## config.mk

```make
export PLATFORM = sky130hd
export DESIGN_NAME = rwd_watchdog
export DESIGN_NICKNAME = d
export VERILOG_FILES = /design/src/design/rwd_pkg.sv /design/src/design/rwd_tick_if.sv /design/src/design/rwd_irq_status.sv /design/src/design/rwd_tick_div.sv /design/src/design/rwd_watchdog.sv
export SDC_FILE = /design/constraint.sdc
export NUM_CORES = 1
export LEC_CHECK = 0
export BUFFER_PORTS_ARGS = -buffer_cell sky130_fd_sc_hd__buf_2
export CAP_MARGIN = 10
export CORE_AREA = 3 3 105 107
export CTS_CLUSTER_DIAMETER = 50
export DETAILED_ROUTE_END_ITERATION = 8
export DIE_AREA = 0 0 108 110
export PLACE_DENSITY = 0.73
export SLEW_MARGIN = 20
export SYNTH_ARGS = -nofsm -noshare
export SYNTH_HDL_FRONTEND = slang
export SYNTH_SLANG_ARGS = --single-unit
```

## constraint.sdc

```tcl
create_clock -name clk_sys -period 2.5 [get_ports clk_sys]
set_clock_uncertainty 0.15 [all_clocks]
set_input_delay 0.25 -clock clk_sys [delete_from_list [all_inputs] [get_ports clk_sys]]
set_output_delay 0.25 -clock clk_sys [all_outputs]
set_load 0.005 [all_outputs]
```

## src/design/rwd_pkg.sv

```systemverilog
// Shared constants of the runaway watchdog: register map, fields, resets, counts.
`default_nettype none
package rwd_pkg;
  // ****************************************
  // Register byte addresses
  // ****************************************
  localparam logic [31:0] ADDR_WDT_CTRL   = 32'h0000_7f0c;
  localparam logic [31:0] ADDR_BT_CTRL    = 32'h0000_7f10;
  localparam logic [31:0] ADDR_BT_CLKSEL  = 32'h0000_7f14;
  localparam logic [31:0] ADDR_INT_STATUS = 32'h0000_7f18;
  localparam logic [31:0] ADDR_INT_MASK   = 32'h0000_7f1c;
  localparam logic [31:0] ADDR_WDT_STATE  = 32'h0000_7f20;
  // ****************************************
  // Field positions and reset values
  // ****************************************
  localparam int unsigned CTRL_START     = 0;
  localparam int unsigned CTRL_RUNAWAY   = 1;
  localparam int unsigned CTRL_HOLD_STOP = 3;
  localparam int unsigned CTRL_RST_FLAG  = 4;
  localparam int unsigned CTRL_RST_MODE  = 5;
  localparam int unsigned BT_RUN       = 0;
  localparam int unsigned BT_OSC_EN    = 1;
  localparam int unsigned BT_FAST      = 2;
  localparam int unsigned BT_CNT_LO    = 3;
  localparam int unsigned INT_RUNAWAY  = 0;
  localparam int unsigned INT_WRST     = 1;
  localparam int unsigned INT_W        = 2;
  localparam logic [5:0]  CTRL_RESET   = 6'h00;
  localparam logic [4:0]  BT_RESET     = 5'h00;
  localparam logic [2:0]  CLKSEL_RESET = 3'h0;
  localparam logic [1:0]  MASK_RESET   = 2'h0;
  localparam logic [23:0] RUNAWAY_VECTOR = 24'h008000;
  // ****************************************
  // Timing counts
  // ****************************************
  localparam int unsigned BT_SHORT_COUNT = 32;
  localparam int unsigned BT_LONG_COUNT  = 8192;
  localparam logic [2:0]  WDT_CNT_LAST   = 3'h7;
  localparam logic [1:0]  HTRANS_IDLE    = 2'h0;
endpackage
`default_nettype wire

```

## src/design/rwd_tick_if.sv

```systemverilog
// Interface carrying base timer settings and ticks between watchdog modules.
`timescale 1ns/1ps
`default_nettype none
interface rwd_tick_if;
  logic [2:0] clk_sel;
  logic       bt_run;
  logic       osc_en;
  logic       fast;
  logic [1:0] cnt_sel;
  logic       base_tick;
  logic       bt_out;
  modport div (input clk_sel, bt_run, osc_en, fast, cnt_sel, output base_tick, bt_out);
  modport ctl (output clk_sel, bt_run, osc_en, fast, cnt_sel, input base_tick, bt_out);
endinterface
`default_nettype wire

```

## src/design/rwd_irq_status.sv

```systemverilog
// Sticky interrupt status with read-to-clear and mask, one level output.
`timescale 1ns/1ps
`default_nettype none
module rwd_irq_status #(
  parameter int unsigned W = 2
) (
  // Clock and reset.
  input  wire logic         clk_sys,
  input  wire logic         reset_n,
  // Events, clear and mask.
  input  wire logic [W-1:0] set_evt,
  input  wire logic         rd_clr,
  input  wire logic [W-1:0] mask,
  // Status and interrupt.
  output logic      [W-1:0] status,
  output logic              irq
);
  logic [W-1:0] status_reg, status_next;

  always_comb begin
    status_next = (status_reg & ~{W{rd_clr}}) | set_evt;
  end

  always_ff @(posedge clk_sys or negedge reset_n) begin
    if (!reset_n) begin
      status_reg <= '0;
    end else begin
      status_reg <= status_next;
    end
  end

  assign status = status_reg;
  assign irq    = |(status_reg & mask);
endmodule // rwd_irq_status
`default_nettype wire

```

## src/design/rwd_tick_div.sv

```systemverilog
// Base clock divider and base timer period counter producing watchdog ticks.
`timescale 1ns/1ps
`default_nettype none
module rwd_tick_div #(
  parameter int unsigned LONG_COUNT = rwd_pkg::BT_LONG_COUNT
) (
  // Clock and reset.
  input wire logic clk_sys,
  input wire logic reset_n,
  // Settings in, ticks out.
  rwd_tick_if.div  tk
);
  logic [6:0]  pre_reg, pre_next, pre_last;
  logic [12:0] bt_reg, bt_next, bt_last;
  logic        tick_reg, tick_next, out_reg, out_next, active;

  always_comb begin
    active    = tk.bt_run && tk.osc_en;
    pre_last  = 7'((8'h01 << tk.clk_sel) - 8'h01);
    if (tk.fast && !tk.cnt_sel[1]) begin
      bt_last = 13'(rwd_pkg::BT_SHORT_COUNT - 1);
    end else begin
      bt_last = 13'(LONG_COUNT - 1);
    end
    pre_next  = pre_reg;
    bt_next   = bt_reg;
    tick_next = 1'b0;
    out_next  = 1'b0;
    if (!active) begin
      pre_next = 7'h00;
      bt_next  = 13'h0000;
    end else begin
      if (pre_reg >= pre_last) begin
        pre_next  = 7'h00;
        tick_next = 1'b1;
      end else begin
        pre_next = pre_reg + 7'h01;
      end
      if (tick_reg) begin
        if (bt_reg >= bt_last) begin
          bt_next  = 13'h0000;
          out_next = 1'b1;
        end else begin
          bt_next = bt_reg + 13'h0001;
        end
      end
    end
  end

  always_ff @(posedge clk_sys or negedge reset_n) begin
    if (!reset_n) begin
      pre_reg  <= 7'h00;
      bt_reg   <= 13'h0000;
      tick_reg <= 1'b0;
      out_reg  <= 1'b0;
    end else begin
      pre_reg  <= pre_next;
      bt_reg   <= bt_next;
      tick_reg <= tick_next;
      out_reg  <= out_next;
    end
  end

  assign tk.base_tick = tick_reg;
  assign tk.bt_out    = out_reg;
endmodule // rwd_tick_div
`default_nettype wire

```

## src/design/rwd_watchdog.sv

```systemverilog
// Runaway watchdog timer top: AHB-Lite registers, counter, overflow actions.
//
// Summary of operation
// - Once started, the counter steps up on each base timer output tick.
// - Counter overflow requests a reset or an interrupt, chosen by mode bit.
// - While running, only bit-clearing start clears the counter to zero.
// - Interrupt-mode overflow sets the runaway flag in the control register; reset-mode overflow clears it.
// - Mode bit 1 resets; mode bit 0 interrupts with vector 8000H.
// - Fast bit 1 with count select 00 or 01 gives 32 times 8 base periods.
// - Every other fast and count setting gives 8192 times 8 base periods.
// - Timeout is measured in base clock periods picked by the clock select.
// - After start, control writes are ignored except the counter clear.
// - Hold entry with hold-stop set clears start and stops the watchdog.
// - Starting with base timer stopped or oscillator off forces a reset.
// - A watchdog reset sets the reset flag, which that reset keeps.
//
// Our own choice: the AHB-Lite interface to the registers.
`timescale 1ns/1ps
`default_nettype none
module rwd_watchdog #(
  parameter int unsigned LONG_COUNT = rwd_pkg::BT_LONG_COUNT
) (
  // Clock and reset.
  input  wire logic        clk_sys,
  input  wire logic        reset_n,
  // AHB-Lite slave.
  input  wire logic        hsel,
  input  wire logic [31:0] haddr,
  input  wire logic [1:0]  htrans,
  input  wire logic        hwrite,
  input  wire logic [2:0]  hsize,
  input  wire logic [31:0] hwdata,
  input  wire logic        hready,
  output logic             hreadyout,
  output logic             hresp,
  output logic [31:0]      hrdata,
  // CPU events.
  input  wire logic        hold_enter,
  input  wire logic        reset_instr,
  // Watchdog actions.
  output logic             wdt_reset,
  output logic             wdt_int_req,
  output logic [23:0]      int_vector,
  output logic             irq
);
  // ****************************************
  // Declarations
  // ****************************************
  rwd_tick_if tk ();

  logic [5:0]  ctrl_reg, ctrl_next;
  logic [4:0]  bt_reg, bt_next;
  logic [2:0]  clksel_reg, clksel_next;
  logic [1:0]  mask_reg, mask_next;
  logic [2:0]  cnt_reg, cnt_next;
  logic        wrst_reg, wrst_next;
  logic        intr_reg, intr_next;
  logic [23:0] vec_reg, vec_next;
  logic [31:0] rdata_reg, rdata_next;
  logic        dpw_reg, dpw_next;
  logic [31:0] dpa_reg, dpa_next;
  logic [1:0]  int_status;
  logic [1:0]  int_set;
  logic        ap_take, ap_read, rd_status;
  logic        wr_ctrl, wr_bt, wr_clksel, wr_mask;
  logic        started, running, clr_op, bad_start;
  logic        ovf_evt, ovf_rst, ovf_int;
  logic [31:0] rd_mux;

  // ****************************************
  // Base timer ticks and interrupt status
  // ****************************************
  rwd_tick_div #(
    .LONG_COUNT (LONG_COUNT)
  ) u_div (
    .clk_sys (clk_sys),
    .reset_n (reset_n),
    .tk      (tk)
  );

  assign tk.bt_run  = bt_reg[rwd_pkg::BT_RUN];
  assign tk.osc_en  = bt_reg[rwd_pkg::BT_OSC_EN];
  assign tk.fast    = bt_reg[rwd_pkg::BT_FAST];
  assign tk.cnt_sel = bt_reg[rwd_pkg::BT_CNT_LO +: 2];
  assign tk.clk_sel = clksel_reg;

  rwd_irq_status #(
    .W (rwd_pkg::INT_W)
  ) u_irq (
    .clk_sys (clk_sys),
    .reset_n (reset_n),
    .set_evt (int_set),
    .rd_clr  (rd_status),
    .mask    (mask_reg),
    .status  (int_status),
    .irq     (irq)
  );

  // ****************************************
  // Bus decode
  // ****************************************
  always_comb begin
    ap_take   = hsel && hready && (htrans[1] != 1'b0);
    ap_read   = ap_take && !hwrite;
    rd_status = ap_read && (haddr == rwd_pkg::ADDR_INT_STATUS);
    dpw_next  = ap_take && hwrite;
    dpa_next  = ap_take ? haddr : dpa_reg;
    wr_ctrl   = 1'b0;
    wr_bt     = 1'b0;
    wr_clksel = 1'b0;
    wr_mask   = 1'b0;
    if (dpw_reg && (dpa_reg == rwd_pkg::ADDR_WDT_CTRL)) begin
      wr_ctrl = 1'b1;
    end else if (dpw_reg && (dpa_reg == rwd_pkg::ADDR_BT_CTRL)) begin
      wr_bt = 1'b1;
    end else if (dpw_reg && (dpa_reg == rwd_pkg::ADDR_BT_CLKSEL)) begin
      wr_clksel = 1'b1;
    end else if (dpw_reg && (dpa_reg == rwd_pkg::ADDR_INT_MASK)) begin
      wr_mask = 1'b1;
    end
    rd_mux = 32'h0000_0000;
    if (haddr == rwd_pkg::ADDR_WDT_CTRL) begin
      rd_mux = {26'h000_0000, ctrl_reg};
    end else if (haddr == rwd_pkg::ADDR_BT_CTRL) begin
      rd_mux = {27'h000_0000, bt_reg};
    end else if (haddr == rwd_pkg::ADDR_BT_CLKSEL) begin
      rd_mux = {29'h000_0000, clksel_reg};
    end else if (haddr == rwd_pkg::ADDR_INT_STATUS) begin
      rd_mux = {30'h000_0000, int_status};
    end else if (haddr == rwd_pkg::ADDR_INT_MASK) begin
      rd_mux = {30'h000_0000, mask_reg};
    end else if (haddr == rwd_pkg::ADDR_WDT_STATE) begin
      rd_mux = {28'h000_0000, running, cnt_reg};
    end
    rdata_next = ap_read ? rd_mux : 32'h0000_0000;
  end

  // ****************************************
  // Watchdog control and counter
  // ****************************************
  always_comb begin
    started   = ctrl_reg[rwd_pkg::CTRL_START];
    running   = started && tk.bt_run;
    // Only the bit-clear pattern of start counts as a clear.
    clr_op    = wr_ctrl && started && !hwdata[0] && (hwdata[5:1] == ctrl_reg[5:1]);
    bad_start = wr_ctrl && !started && hwdata[0] && !(tk.bt_run && tk.osc_en);
    ovf_evt   = running && tk.bt_out && (cnt_reg == rwd_pkg::WDT_CNT_LAST) && !clr_op;
    ovf_rst   = ovf_evt && ctrl_reg[rwd_pkg::CTRL_RST_MODE];
    ovf_int   = ovf_evt && !ctrl_reg[rwd_pkg::CTRL_RST_MODE];
    ctrl_next = ctrl_reg;
    if (wr_ctrl && !started) begin
      ctrl_next = hwdata[5:0];
    end
    if (bad_start || ovf_rst) begin
      ctrl_next[rwd_pkg::CTRL_RST_FLAG] = 1'b1;
      ctrl_next[rwd_pkg::CTRL_RUNAWAY]  = 1'b0;
      ctrl_next[rwd_pkg::CTRL_START]    = 1'b0;
    end
    if (hold_enter && ctrl_reg[rwd_pkg::CTRL_HOLD_STOP]) begin
      ctrl_next[rwd_pkg::CTRL_START] = 1'b0;
    end
    if (reset_instr) begin
      ctrl_next[rwd_pkg::CTRL_RUNAWAY] = 1'b0;
      ctrl_next[rwd_pkg::CTRL_START]   = 1'b0;
    end
    if (ovf_int) begin
      ctrl_next[rwd_pkg::CTRL_RUNAWAY] = 1'b1;
    end
    cnt_next = cnt_reg;
    if (!started || clr_op) begin
      cnt_next = 3'h0;
    end else if (running && tk.bt_out) begin
      cnt_next = cnt_reg + 3'h1;
    end
    wrst_next = ovf_rst || bad_start;
    intr_next = ovf_int;
    vec_next  = ovf_int ? rwd_pkg::RUNAWAY_VECTOR : vec_reg;
    int_set   = {wrst_next, ovf_int};
  end

  // ****************************************
  // Software settings
  // ****************************************
  always_comb begin
    bt_next     = wr_bt ? hwdata[4:0] : bt_reg;
    clksel_next = wr_clksel ? hwdata[2:0] : clksel_reg;
    mask_next   = wr_mask ? hwdata[1:0] : mask_reg;
  end

  // ****************************************
  // Registers
  // ****************************************
  always_ff @(posedge clk_sys or negedge reset_n) begin
    if (!reset_n) begin
      ctrl_reg   <= rwd_pkg::CTRL_RESET;
      bt_reg     <= rwd_pkg::BT_RESET;
      clksel_reg <= rwd_pkg::CLKSEL_RESET;
      mask_reg   <= rwd_pkg::MASK_RESET;
      cnt_reg    <= 3'h0;
      wrst_reg   <= 1'b0;
      intr_reg   <= 1'b0;
      vec_reg    <= 24'h000000;
      rdata_reg  <= 32'h0000_0000;
      dpw_reg    <= 1'b0;
      dpa_reg    <= 32'h0000_0000;
    end else begin
      ctrl_reg   <= ctrl_next;
      bt_reg     <= bt_next;
      clksel_reg <= clksel_next;
      mask_reg   <= mask_next;
      cnt_reg    <= cnt_next;
      wrst_reg   <= wrst_next;
      intr_reg   <= intr_next;
      vec_reg    <= vec_next;
      rdata_reg  <= rdata_next;
      dpw_reg    <= dpw_next;
      dpa_reg    <= dpa_next;
    end
  end

  assign hreadyout   = 1'b1;
  assign hresp       = 1'b0;
  assign hrdata      = rdata_reg;
  assign wdt_reset   = wrst_reg;
  assign wdt_int_req = intr_reg;
  assign int_vector  = vec_reg;
endmodule // rwd_watchdog
`default_nettype wire

```

[Word-level counts from Yosys, hierarchy flattened]
Cells that the tools add are included.
Widths: inputs -> output; s select.
Operators by class
  eq/ne operators: 13
  reductions and logical operators: 38
  add/subtract/negate cells: 4
  mux-type cells: 36
  bitwise logic cells: 4
  shift-type cells: 1
  $lt $le $gt $ge: 2
Operators with widths (number)
  $eq 32x15->1 const B: 10
  $mux 13: 4
  $mux 32: 1
  $logic_and 1x1->1: 24
  $mux 1: 18
  $mux 4: 4
  $mux 7: 2
  $add 13x1->13 const B: 1
  $ge 13x13->1: 1
  $mux 5: 2
  $reduce_bool 4->1: 2
  $add 7x1->7 const B: 1
  $ge 7x7->1: 1
  $logic_not 1->1: 7
  $shl 1x3->7 const A: 1
  $sub 7x1->7 const B: 1
  $mux 3: 2
  $mux 6: 1
  $eq 5x5->1: 1
  $and 2x2->2: 2
  $mux 2: 2
  $reduce_bool 2->1: 2
  $add 3x1->3 const B: 1
  $eq 3x3->1 const B: 1
  5 further kinds: 6
Storage, ports and cells
  bits of input ports: 76
  bits in registers: 111
  output and inout port bits: 61
  logic and storage cells: 117

[Logic depth before layout (Yosys ltp)]
Gate-level depths: netlist of run 1.
  word-level depth: 14
  depth in mapped cells: 9
  depth with buffers taken out: 8

[Hierarchy]
Synthesis of run 1 repeated with hierarchy kept, for this count alone.
Unflattened totals
  cells, all modules: 433
  area total of the unflattened synthesis: 4718.3 µm²
Modules (own cells, without submodules)
  rwd_watchdog: area each 3219.3 µm², cells an instance 271, sequential area each 1526.5 µm², instances 1
  rwd_tick_div: area each 1420.1 µm², cells an instance 156, sequential area each 550.5 µm², instances 1
  rwd_irq_status: area each 78.8 µm², cells an instance 6, sequential area each 50.0 µm², instances 1

[Worst setup path before layout of run 1]
No wires, ideal clock.
  kind: reg2reg
  from: reg clksel_reg[2]
  to: reg u_div.tick_reg, in the netlist u_div.tk.base_tick
  slack: 0.008 ns
  stages on the path, launching flop included: 10
  clock period less this slack: 2.492 ns
  path buffers: 1
  data arrival time: 2.206 ns
  data required time: 2.214 ns
  library setup time: 0.136 ns
  cell sequence: dfrtp_1 > clkbuf_1 > or3_1 > ha_1 > nand2b_1 > a21o_1 > a21o_1 > a21o_1 > a2111oi_0 > nor3_1
Between the ends
  word-level cells in the longest chain between the ends: 5
RTL lines
  from (decl): RTL line rwd_watchdog.sv:53  | logic [2:0] clksel_reg, clksel_next;
  from (signal assigned): RTL line rwd_watchdog.sv:197  | clksel_reg <= rwd_pkg::CLKSEL_RESET;
  from (signal assigned): RTL line rwd_watchdog.sv:209  | clksel_reg <= clksel_next;
  $shl 1x3->7: RTL line rwd_tick_div.sv:19  | pre_last = 7'((8'h01 << tk.clk_sel) - 8'h01);
  $sub 7x1->7: RTL line rwd_tick_div.sv:19
  $ge 7x7->1: RTL line rwd_tick_div.sv:33  | if (pre_reg >= pre_last) begin
  $mux 1: RTL line rwd_tick_div.sv:33
  $mux 1: RTL line rwd_tick_div.sv:29  | if (!active) begin
  via u_div.tick_next: RTL line rwd_tick_div.sv:15  | logic tick_reg, tick_next, out_reg, out_next, active;
  to (signal assigned): RTL line rwd_tick_div.sv:59  | tick_reg <= tick_next;
  to (decl): RTL line rwd_tick_div.sv:15
The timed path passes the listed nets, and every way through them passes these cells.
A chain may end at the register's enable or synchronous reset.

[Worst setup path in the final report of run 1]
Same ends and word-level chain as after synthesis.

==> results.json, run 1 <==
{
  "finalNonFillerCells": 687,
  "antenna_cells": 0,
  "drt-pass1-iter-count": 4,
  "synth.most_common_cell": "dfrtp_1",
  "tightest_slew_ns": 0.790,
  "grt_pass1_vias": 3533,
  "worstPathCellList": "or3_1 > ha_1 > nand2b_1 > a21o_1 > a21o_1 > a21o_1 > a2111oi_4 > nor3_2",
  "dp_cells": 647,
  "drc": 0,
  "cts_max_path_buffers": 2,
  "clkTransAtPathRegs_ns": 0.08,
  "placedInstanceArea_sq_mm": 0.00508,
  "insertion_delay_ns": 0.35,
  "synthFlopType": "dfrtp_1",
  "finalWirelength_um": 10400,
  "rr_worst_depth": 8,
  "p_leak_nw": 2.64,
  "hold_viol": 0,
  "die_height_um": 110,
  "ir_drop_mv": 0.471,
  "grt_pass1_wl_um": 17000,
  "dp_hpwl_um": 7430,
  "path_class": "flop to flop",
  "track_usage_pct": 18.2,
  "start_kind": "flop",
  "fmax_ghz": 0.419,
  "yosys.area.top_type": "dfrtp_1",
  "cts_buffers": 9,
  "crit_path_end_kind": "flop",
  "row_count": 37,
  "routedWlPerCell_um": 15.1,
  "synth-edff-count": 0,
  "synth_area_leaders": "dfrtp_1 (45%), mux2_2 (11%), buf_4 (8.0%)",
  "port-buffer-count": 55,
  "synthArstFlopShare_pct": 100,
  "cpMostUsedCell": "a21o_1",
  "crit_required_ns": 2.59,
  "critical_path.slowest_cell": "dfrtp_1",
  "ys_seq_elements": 85,
  "status": "finished, final reports clean",
  "reg2reg_from": "clksel_reg[2]$_DFFE_PN0P_",
  "gp_congestion": 0.927,
  "finalNetCount": 643,
  "crit_fanout": 2,
  "cts_tree": "yes",
  "die_area_sq_mm": 0.0119,
  "power.total_mw": 2.79,
  "fin_crit_ns": 2.38,
  "worstPathArrival_ns": 2.47,
  "cts-root-buf": "clkbuf_8",
  "worstHoldStart": "haddr[21]",
  "yosysTopAreaCellShare_pct": 44.5,
  "layout-drive-gt1-share_pct": 26.5,
  "cpPeakStageDelay_ns": 0.38,
  "synth_common_cells": "dfrtp_1 (85), buf_4 (51), mux2_2 (46)",
  "hold_end": "dpa_reg[21]$_DFFE_PN0P_",
  "vias": 3602,
  "r2r_slack_ns": 0.12,
  "drtIter0Drc": 146,
  "period_share_pct": 95.4,
  "antenna_found_initial": 0,
  "grt_max_degree": 64,
  "largest_reg_flops": 32,
  "area_growth_pct": 16.5,
  "slew_violations": 0,
  "yosysSeqAreaShare_pct": 44.5,
  "via_per_inst": 5.24,
  "powerDensity_mw_per_mm2": 501,
  "finalSetupViolCount": 0,
  "synth-warning-count": 0,
  "design.core.area_sq_mm": 0.0102,
  "grt_overflow": 0,
  "cap_viol_max_count": 0,
  "ant_nets": 0,
  "htree_levels": 3,
  "synth.distinct_cells": 57,
  "initial_core_util_pct": 46.7,
  "syn_area_sq_mm": 0.00477,
  "synth_cells": 455,
  "die_w_um": 108,
  "hp-class": "primary input to flop",
  "io_pins": 137,
  "synth.avg_cell_area_sq_um": 10.5,
  "reg2reg_to": "u_div.tk.base_tick$_DFF_PN0_",
  "fin_area_sq_mm": 0.00556,
  "min_path_cells": 2,
  "maxSlewHeadroom_pct": 47.3,
  "cts_sinks": 85
}
-- worst max path at each step --
stage	startpoint	to	slack [ns]	depth (start not counted)
2_1_floorplan	clksel_reg[2]$_DFFE_PN0P_	u_div.tk.base_tick$_DFF_PN0_	0.008	9
3_3_place_gp	clksel_reg[2]$_DFFE_PN0P_	u_div.pre_reg[6]$_DFF_PN0_	0.05	9
3_5_place_dp	clksel_reg[2]$_DFFE_PN0P_	u_div.tk.base_tick$_DFF_PN0_	-0.09	8
4_1_cts	clksel_reg[2]$_DFFE_PN0P_	u_div.tk.base_tick$_DFF_PN0_	0.02	8
5_1_grt	clksel_reg[2]$_DFFE_PN0P_	u_div.tk.base_tick$_DFF_PN0_	-0.01	8
6_report	clksel_reg[2]$_DFFE_PN0P_	u_div.tk.base_tick$_DFF_PN0_	0.12	8
-- layout make-up --
| class | instances | area, sq um |
|---|---|---|
| clock inverter | 2 | 35.0 |
| fill | 889 | 4670 |
| tap | 136 | 170 |
| timing repair buffer | 96 | 651 |
| sequential | 85 | 2130 |
| clock buffer | 12 | 145 |
| inverter | 14 | 52.6 |
| multi-input combinational | 342 | 2380 |
-- cells in the final DEF, fill, tap and decap left out, types with 7 or more instances in the layout --
cell type       n
buf_2          54
dlygate4sd3_1  26
conb_1         51
o211ai_1        7
clkbuf_8       10
buf_4          16
a21oi_1         8
o21ai_0        13
nand3_1        17
ha_1           19
nor4_1          9
and3_1          8
nand2_1        31
nor3_1         11
nand2b_1        7
xnor2_1         9
inv_1          14
dfrtp_1        85
mux2_2         46
nor2_1         27
-- timing repair --
| action | CTS | global route |
|---|---|---|
| setup buffers | 0 | 0 |
| pin swaps | 0 | 5 |
| endpoints found under the hold margin | 86 | 0 |
| hold buffers | 26 | 0 |
| setup endpoints to repair | 4 | 30 |
| resized for setup | 3 | 6 |
| gates cloned | 0 | 0 |
-- power breakdown --
part	total [mW]	switching [mW]	internal [mW]
registers	1.54	0.0654	1.47
clock network	0.938	0.460	0.478
logic	0.310	0.147	0.163
total	2.79	0.672	2.12
-- cells by family (layout without fill, tap and decap cells) --
logic type,after synthesis,count (layout),share of synthesized area (%)
adder cells (fa/ha/maj),19,19,4.98
flip-flops,85,85,44.5
XOR/XNOR,12,12,2.20
AO/OA/AOI/OAI,62,62,9.20
multiplexers,49,49,11.5
AND/OR/NAND/NOR,149,149,17.2
buffers and inverters,77,124,10.2
other,2,51,0.157
-- per-layer routing --
metal | vias up | track usage [%] | wire (um) | share of wire [%]
met5 | - | 0 | 0 | 0
met4 | 0 | 7.03 | 138 | 1.3
met3 | 12 | 2.62 | 419 | 4.0
met2 | 104 | 31.3 | 5370 | 52
met1 | 1768 | 23.3 | 4440 | 43
li1 | 1718 | - | - | -
-- critical path: cells and delay by family (launching register included) --
kind | cells | cell delay (ns)
AO/OA/AOI/OAI | 4 | 0.89
flip-flops | 1 | 0.38
AND/OR/NAND/NOR | 3 | 0.59
adder cells (fa/ha/maj) | 1 | 0.27
-- through the flow --
step	hold WS (ns)	utilization, %	setup TNS (ns)	setup slack [ns]
finish	0.0191	54.4	0	0.116
global route	0.0111	54.4	-0.0141	-0.0141
CTS	0.00161	54.1	0	0.0245
detailed placement	0.243	49.7	-0.0891	-0.0859
global placement	0.227	49.7	0	0.0452
floorplan	-0.196	-	0	0.00815
Power figures use the tool's default switching activity.
==> run 2: changes to the inputs <==
Settings changed: CORE_AREA 3 3 105 107 to 2 2 104 106, DIE_AREA 0 0 108 110 to 0 0 106 108, PLACE_DENSITY 0.73 to 0.79.
==> run 2 against run 1 <==
Effect of this change: final cell count increased by 0.44%; sequential share of layout area decreased by 0.40 points; via count grew 2.2%; register-to-register slack is essentially flat; utilization rose by 0.57 points; flip-flop and latch count unchanged; critical path type unchanged; non-clock buffer count is 2 higher; clock power grew 6.5%; count of clock-buffer cells in the layout stayed put; power up 2.9%; maximum frequency down 0.46%; setup slack got worse by 0.011 ns.
==> results.json, run 2 (synthesis results as in run 1) <==
{
  "status": "finished, final reports clean",
  "grt_pass1_vias": 3633,
  "grt_overflow": 0,
  "die_area_sq_mm": 0.0114,
  "initial_core_util_pct": 46.7,
  "dp_cells": 647,
  "fin_area_sq_mm": 0.00562,
  "cap_viol_max_count": 0,
  "cts-root-buf": "clkbuf_8",
  "cts_tree": "yes",
  "layout-drive-gt1-share_pct": 26.5,
  "clkTransAtPathRegs_ns": 0.08,
  "whs_ns": 0.0113,
  "crit_fanout": 5,
  "htree_levels": 3,
  "dp_hpwl_um": 7340,
  "cts_max_path_buffers": 2,
  "antenna_cells": 0,
  "rsz0062_at_grt": "no",
  "start_kind": "flop",
  "fin_crit_ns": 2.40,
  "cts_sinks": 85,
  "period_share_pct": 95.8,
  "powerDensity_mw_per_mm2": 510,
  "drt-pass1-iter-count": 4,
  "drc": 0,
  "tightest_slew_ns": 0.750,
  "placedInstanceArea_sq_mm": 0.00510,
  "via_per_inst": 5.33,
  "maxSlewHeadroom_pct": 49.3,
  "ir_drop_mv": 0.456,
  "drtIter0Drc": 232,
  "preCtsSetupSlack_ns": 0.0321,
  "fin_setup_tns_ns": 0,
  "cts_buffers": 9,
  "finalWirelength_um": 10700,
  "hp-class": "primary input to flop",
  "track_usage_pct": 19.7,
  "crit_required_ns": 2.60,
  "design.core.area_sq_mm": 0.0102,
  "routedWlPerCell_um": 15.6,
  "finalNetCount": 645,
  "p_leak_nw": 2.65,
  "grt_pass1_wl_um": 17700,
  "crit_path_end_kind": "flop",
  "hold_viol": 0,
  "finalNonFillerCells": 690,
  "grt_max_degree": 53,
  "ant_nets": 0,
  "power.total_mw": 2.87,
  "layout_common_cells": "dfrtp_1 (85), buf_2 (54), conb_1 (51), mux2_2 (46), nand2_1 (31)",
  "worstPathArrival_ns": 2.50,
  "vias": 3681,
  "fmax_ghz": 0.417,
  "postCtsSetupRepairBufs": 0,
  "largest_reg_flops": 32,
  "slew_violations": 0,
  "die_w_um": 106,
  "gp_congestion": 0.895,
  "antenna_found_initial": 0,
  "insertion_delay_ns": 0.36,
  "io_pins": 137,
  "fin_util_pct": 55.0,
  "worst_slack_ns": 0.104,
  "finalSetupViolCount": 0,
  "die_height_um": 108,
  "layout_commonest_cell": "dfrtp_1",
  "port-buffer-count": 55,
  "area_growth_pct": 17.8,
  "path_class": "flop to flop",
  "row_count": 37
}
run 2: cell types whose count changed in the layout (fill, tap and decap cells not counted), sizes merged:
cell / delta
clkinvlp: +2
dlygate4sd3: +2
clkinv: -1
run 2: critical path: stages (launching register included):
cell	delay, ns
dfrtp_1	0.41
nor4b_2	0.31
nand4_1	0.20
nor4_4	0.43
nand2_2	0.13
nor3_4	0.29
mux2_2	0.38
run 2: power breakdown:
group / total [mW] / internal, mW / switching (mW) / leakage, nW
Clock: 0.999 / 0.511 / 0.488 / 0.0947
Combinational: 0.322 / 0.168 / 0.154 / 1.46
Sequential: 1.55 / 1.47 / 0.0723 / 1.10
run 2: final cells by class:
cell class                 count  area, sq um
fill                         838         4610
multi-input combinational    342         2390
sequential                    85         2130
timing repair buffer          98          683
tap                          136          170
clock buffer                  12          155
inverter                      14         52.6
clock inverter                 3         45.0
run 2: per-layer routing:
metal	share of wire [%]	GRT usage (%)	wire [um]	vias to the layer above
li1	-	-	-	1720
met1	41	23.4	4410	1809
met2	52	35.9	5620	131
met3	4.3	3.38	463	21
met4	2.3	7.71	244	0
met5	0	0	0	-
run 2: what timing repair did:
action | CTS | global route
hold buffers | 27 | 1
pin swaps | 0 | 3
hold endpoints to repair | 59 | 1
resized for setup | 2 | 6
endpoints found under the setup margin | 1 | 21
run 2: path summary, 6_finish.rpt:
check                                                    to  depth (start not counted)                  startpoint  slack (ns)
worst max-delay path                  bt_reg[0]$_DFFE_PN0P_                          6     dpa_reg[16]$_DFFE_PN0P_        0.10
worst max register to register        bt_reg[0]$_DFFE_PN0P_                          6     dpa_reg[16]$_DFFE_PN0P_        0.10
worst min-delay path                ctrl_reg[0]$_DFFE_PN0P_                          3                  hold_enter        0.01
worst min register to register   int_vector[15]$_DFFE_PN0P_                          1  int_vector[15]$_DFFE_PN0P_        0.32
min in group asynchronous           ctrl_reg[3]$_DFFE_PN0N_                          2                     reset_n        0.21
max in group asynchronous       u_div.bt_reg[3]$_DFFE_PN0P_                          3                     reset_n        1.37
==> run 3: changes to the inputs <==
Settings changed: CORE_AREA 2 2 104 106 to 2 2 108 110, DIE_AREA 0 0 106 108 to 0 0 110 112, PLACE_DENSITY 0.79 to 0.75.
==> run 3 against run 2 <==
Effect of this change: sequential share of layout area is 0.55 points higher; setup slack got worse by 0.045 ns; non-clock buffer count fell by 22; flip-flop and latch count stayed put; clock power increased by 52%; final cell count shrank 1.9%; utilization shrank 5.4 points; critical endpoint is now u_div.tk.base_tick$_DFF_PN0_; combinational power shrank 10%; maximum frequency down 1.9%; first-iteration DRC count down 0.43%.
==> results.json, run 3 (synthesis results as in run 1) <==
{
  "status": "finished, final reports clean",
  "die_height_um": 112,
  "path_class": "flop to flop",
  "crit_cells": 8,
  "cts_max_path_buffers": 2,
  "worstHoldStart": "haddr[24]",
  "tightest_slew_ns": 0.598,
  "grt_max_degree": 55,
  "drc": 0,
  "cts_buffers": 9,
  "cap_viol_max_count": 0,
  "worstPathCellList": "or3_1 > ha_1 > nand2b_1 > a21o_1 > a21o_1 > a21o_1 > a2111oi_4 > nor3_1",
  "reg2reg_to": "u_div.tk.base_tick$_DFF_PN0_",
  "drtIter0Drc": 231,
  "period_share_pct": 97.6,
  "clkTransAtPathRegs_ns": 0.06,
  "powerDensity_mw_per_mm2": 604,
  "rr_worst_depth": 8,
  "finalNetCount": 623,
  "rsz0062_at_grt": "yes",
  "fin_crit_ns": 2.44,
  "fin_util_pct": 49.6,
  "antenna_found_initial": 1,
  "hold_viol": 0,
  "track_usage_pct": 17.3,
  "port-buffer-count": 55,
  "p_leak_nw": 2.63,
  "maxSlewHeadroom_pct": 59.6,
  "crit_fanout": 2,
  "reg2reg_from": "clksel_reg[2]$_DFFE_PN0P_",
  "worstPathArrival_ns": 2.51,
  "crit_path_end_kind": "flop",
  "routedWlPerCell_um": 14.9,
  "crit_required_ns": 2.57,
  "vias": 3604,
  "finalSetupViolCount": 0,
  "cpPeakStageDelay_ns": 0.37,
  "endpoint": "u_div.tk.base_tick$_DFF_PN0_",
  "critPathTopFamily": "compound AO/OA/AOI/OAI gates",
  "min_path_cells": 2,
  "cts_tree": "yes",
  "critical_path.slowest_cell": "dfrtp_1",
  "cp.buffers_inverters": 0,
  "postCtsSetupRepairBufs": 0,
  "htree_levels": 3,
  "ant_nets": 0,
  "cts_sinks": 85,
  "initial_core_util_pct": 42.7,
  "row_count": 39,
  "finalWirelength_um": 10100,
  "slew_violations": 0,
  "ir_drop_mv": 0.455,
  "design.core.area_sq_mm": 0.0112,
  "power.total_mw": 3.35,
  "layout_common_cells": "dfrtp_1 (85), buf_2 (54), conb_1 (51), mux2_2 (46), nand2_1 (31)",
  "area_growth_pct": 16.1,
  "die_area_sq_mm": 0.0123,
  "hp-class": "primary input to flop",
  "layout-drive-gt1-share_pct": 27.6,
  "r2r_slack_ns": 0.06,
  "largest_reg_flops": 32,
  "start_kind": "flop",
  "grt_pass1_wl_um": 16600,
  "layout_commonest_cell": "dfrtp_1",
  "grt_overflow": 0,
  "insertion_delay_ns": 0.34,
  "dp_hpwl_um": 7490,
  "cts-root-buf": "clkbuf_16",
  "via_per_inst": 5.32,
  "critPathLaunch": "clksel_reg[2]$_DFFE_PN0P_",
  "cpMostUsedCell": "a21o_1",
  "fmax_ghz": 0.410,
  "die_w_um": 110,
  "gp_congestion": 0.867,
  "fill_cells": 980,
  "io_pins": 137,
  "grt_pass1_vias": 3461,
  "drt-pass1-iter-count": 5
}
==> run 3: cell count changes in the layout (fill, tap and decap cells not counted), sizes merged <==
cell | before | now
dlygate4sd3 | 28 | 6
clkinv | 0 | 2
clkbuf | 12 | 10
bufinv | 1 | 3
clkinvlp | 2 | 1
diode | 0 | 1
==> run 3: how the worst min path moves through the flow <==
| stage | to | slack (ns) |
|---|---|---|
| global placement | ctrl_reg[5]$_DFFE_PN0N_ | 0.07 |
| detailed placement | ctrl_reg[0]$_DFFE_PN0P_ | 0.07 |
| CTS | dpa_reg[29]$_DFFE_PN0P_ | 0.0003 |
| finish | dpa_reg[24]$_DFFE_PN0P_ | 0.005 |
| global route | dpa_reg[29]$_DFFE_PN0P_ | 0.002 |
| floorplan | bt_reg[0]$_DFFE_PN0P_ | -0.20 |
==> run 3: final cells by class <==
class / instances / area, sq um / share of cell area (%)
clock buffers: 10 / 229 / 4.13
flip-flops and latches: 85 / 2130 / 38.4
clock inverters: 6 / 111 / 2.01
well taps: 143 / 179 / 3.23
repair buffers: 76 / 463 / 8.35
multi-input cells: 342 / 2380 / 42.9
inverters: 14 / 52.6 / 0.948
diodes: 1 / 2.50 / 0.0451
==> run 3: layer usage <==
metal,GRT usage (%),vias to the layer above,wire [um]
li1,-,1678,-
met1,22.0,1770,4250
met2,28.0,136,5070
met3,3.92,20,525
met4,7.26,0,250
met5,0,-,0
==> run 3: stage by stage <==
stage	area [sq um]	cells	setup slack (ns)	hold slack (ns)	setup TNS, ns
after floorplan	4960	504	0.00815	-0.196	0
after global placement	5100	654	0.0748	0.0658	0
after detailed placement	5100	654	0.0451	0.0735	0
after CTS	5510	676	0.0172	0.000336	0
after global routing	5540	677	-0.0566	0.00237	-0.0590
final	5540	677	0.0593	0.00549	0
==> run 3: where the power goes <==
part           leakage, nW  total, mW  internal, mW  switching, mW
logic                 1.37      0.289         0.145          0.143
clock network        0.163       1.52         0.976          0.542
registers             1.10       1.54          1.48         0.0632
total                 2.63       3.35          2.60          0.748
==> run 3: repair_timing <==
| item | 4_1_cts | 5_1_grt |
|---|---|---|
| resized for setup | 1 | 6 |
| hold buffers | 6 | 0 |
| endpoints found under the hold margin | 36 | 0 |
| endpoints found under the setup margin | 1 | 14 |
| pin swaps | 0 | 2 |
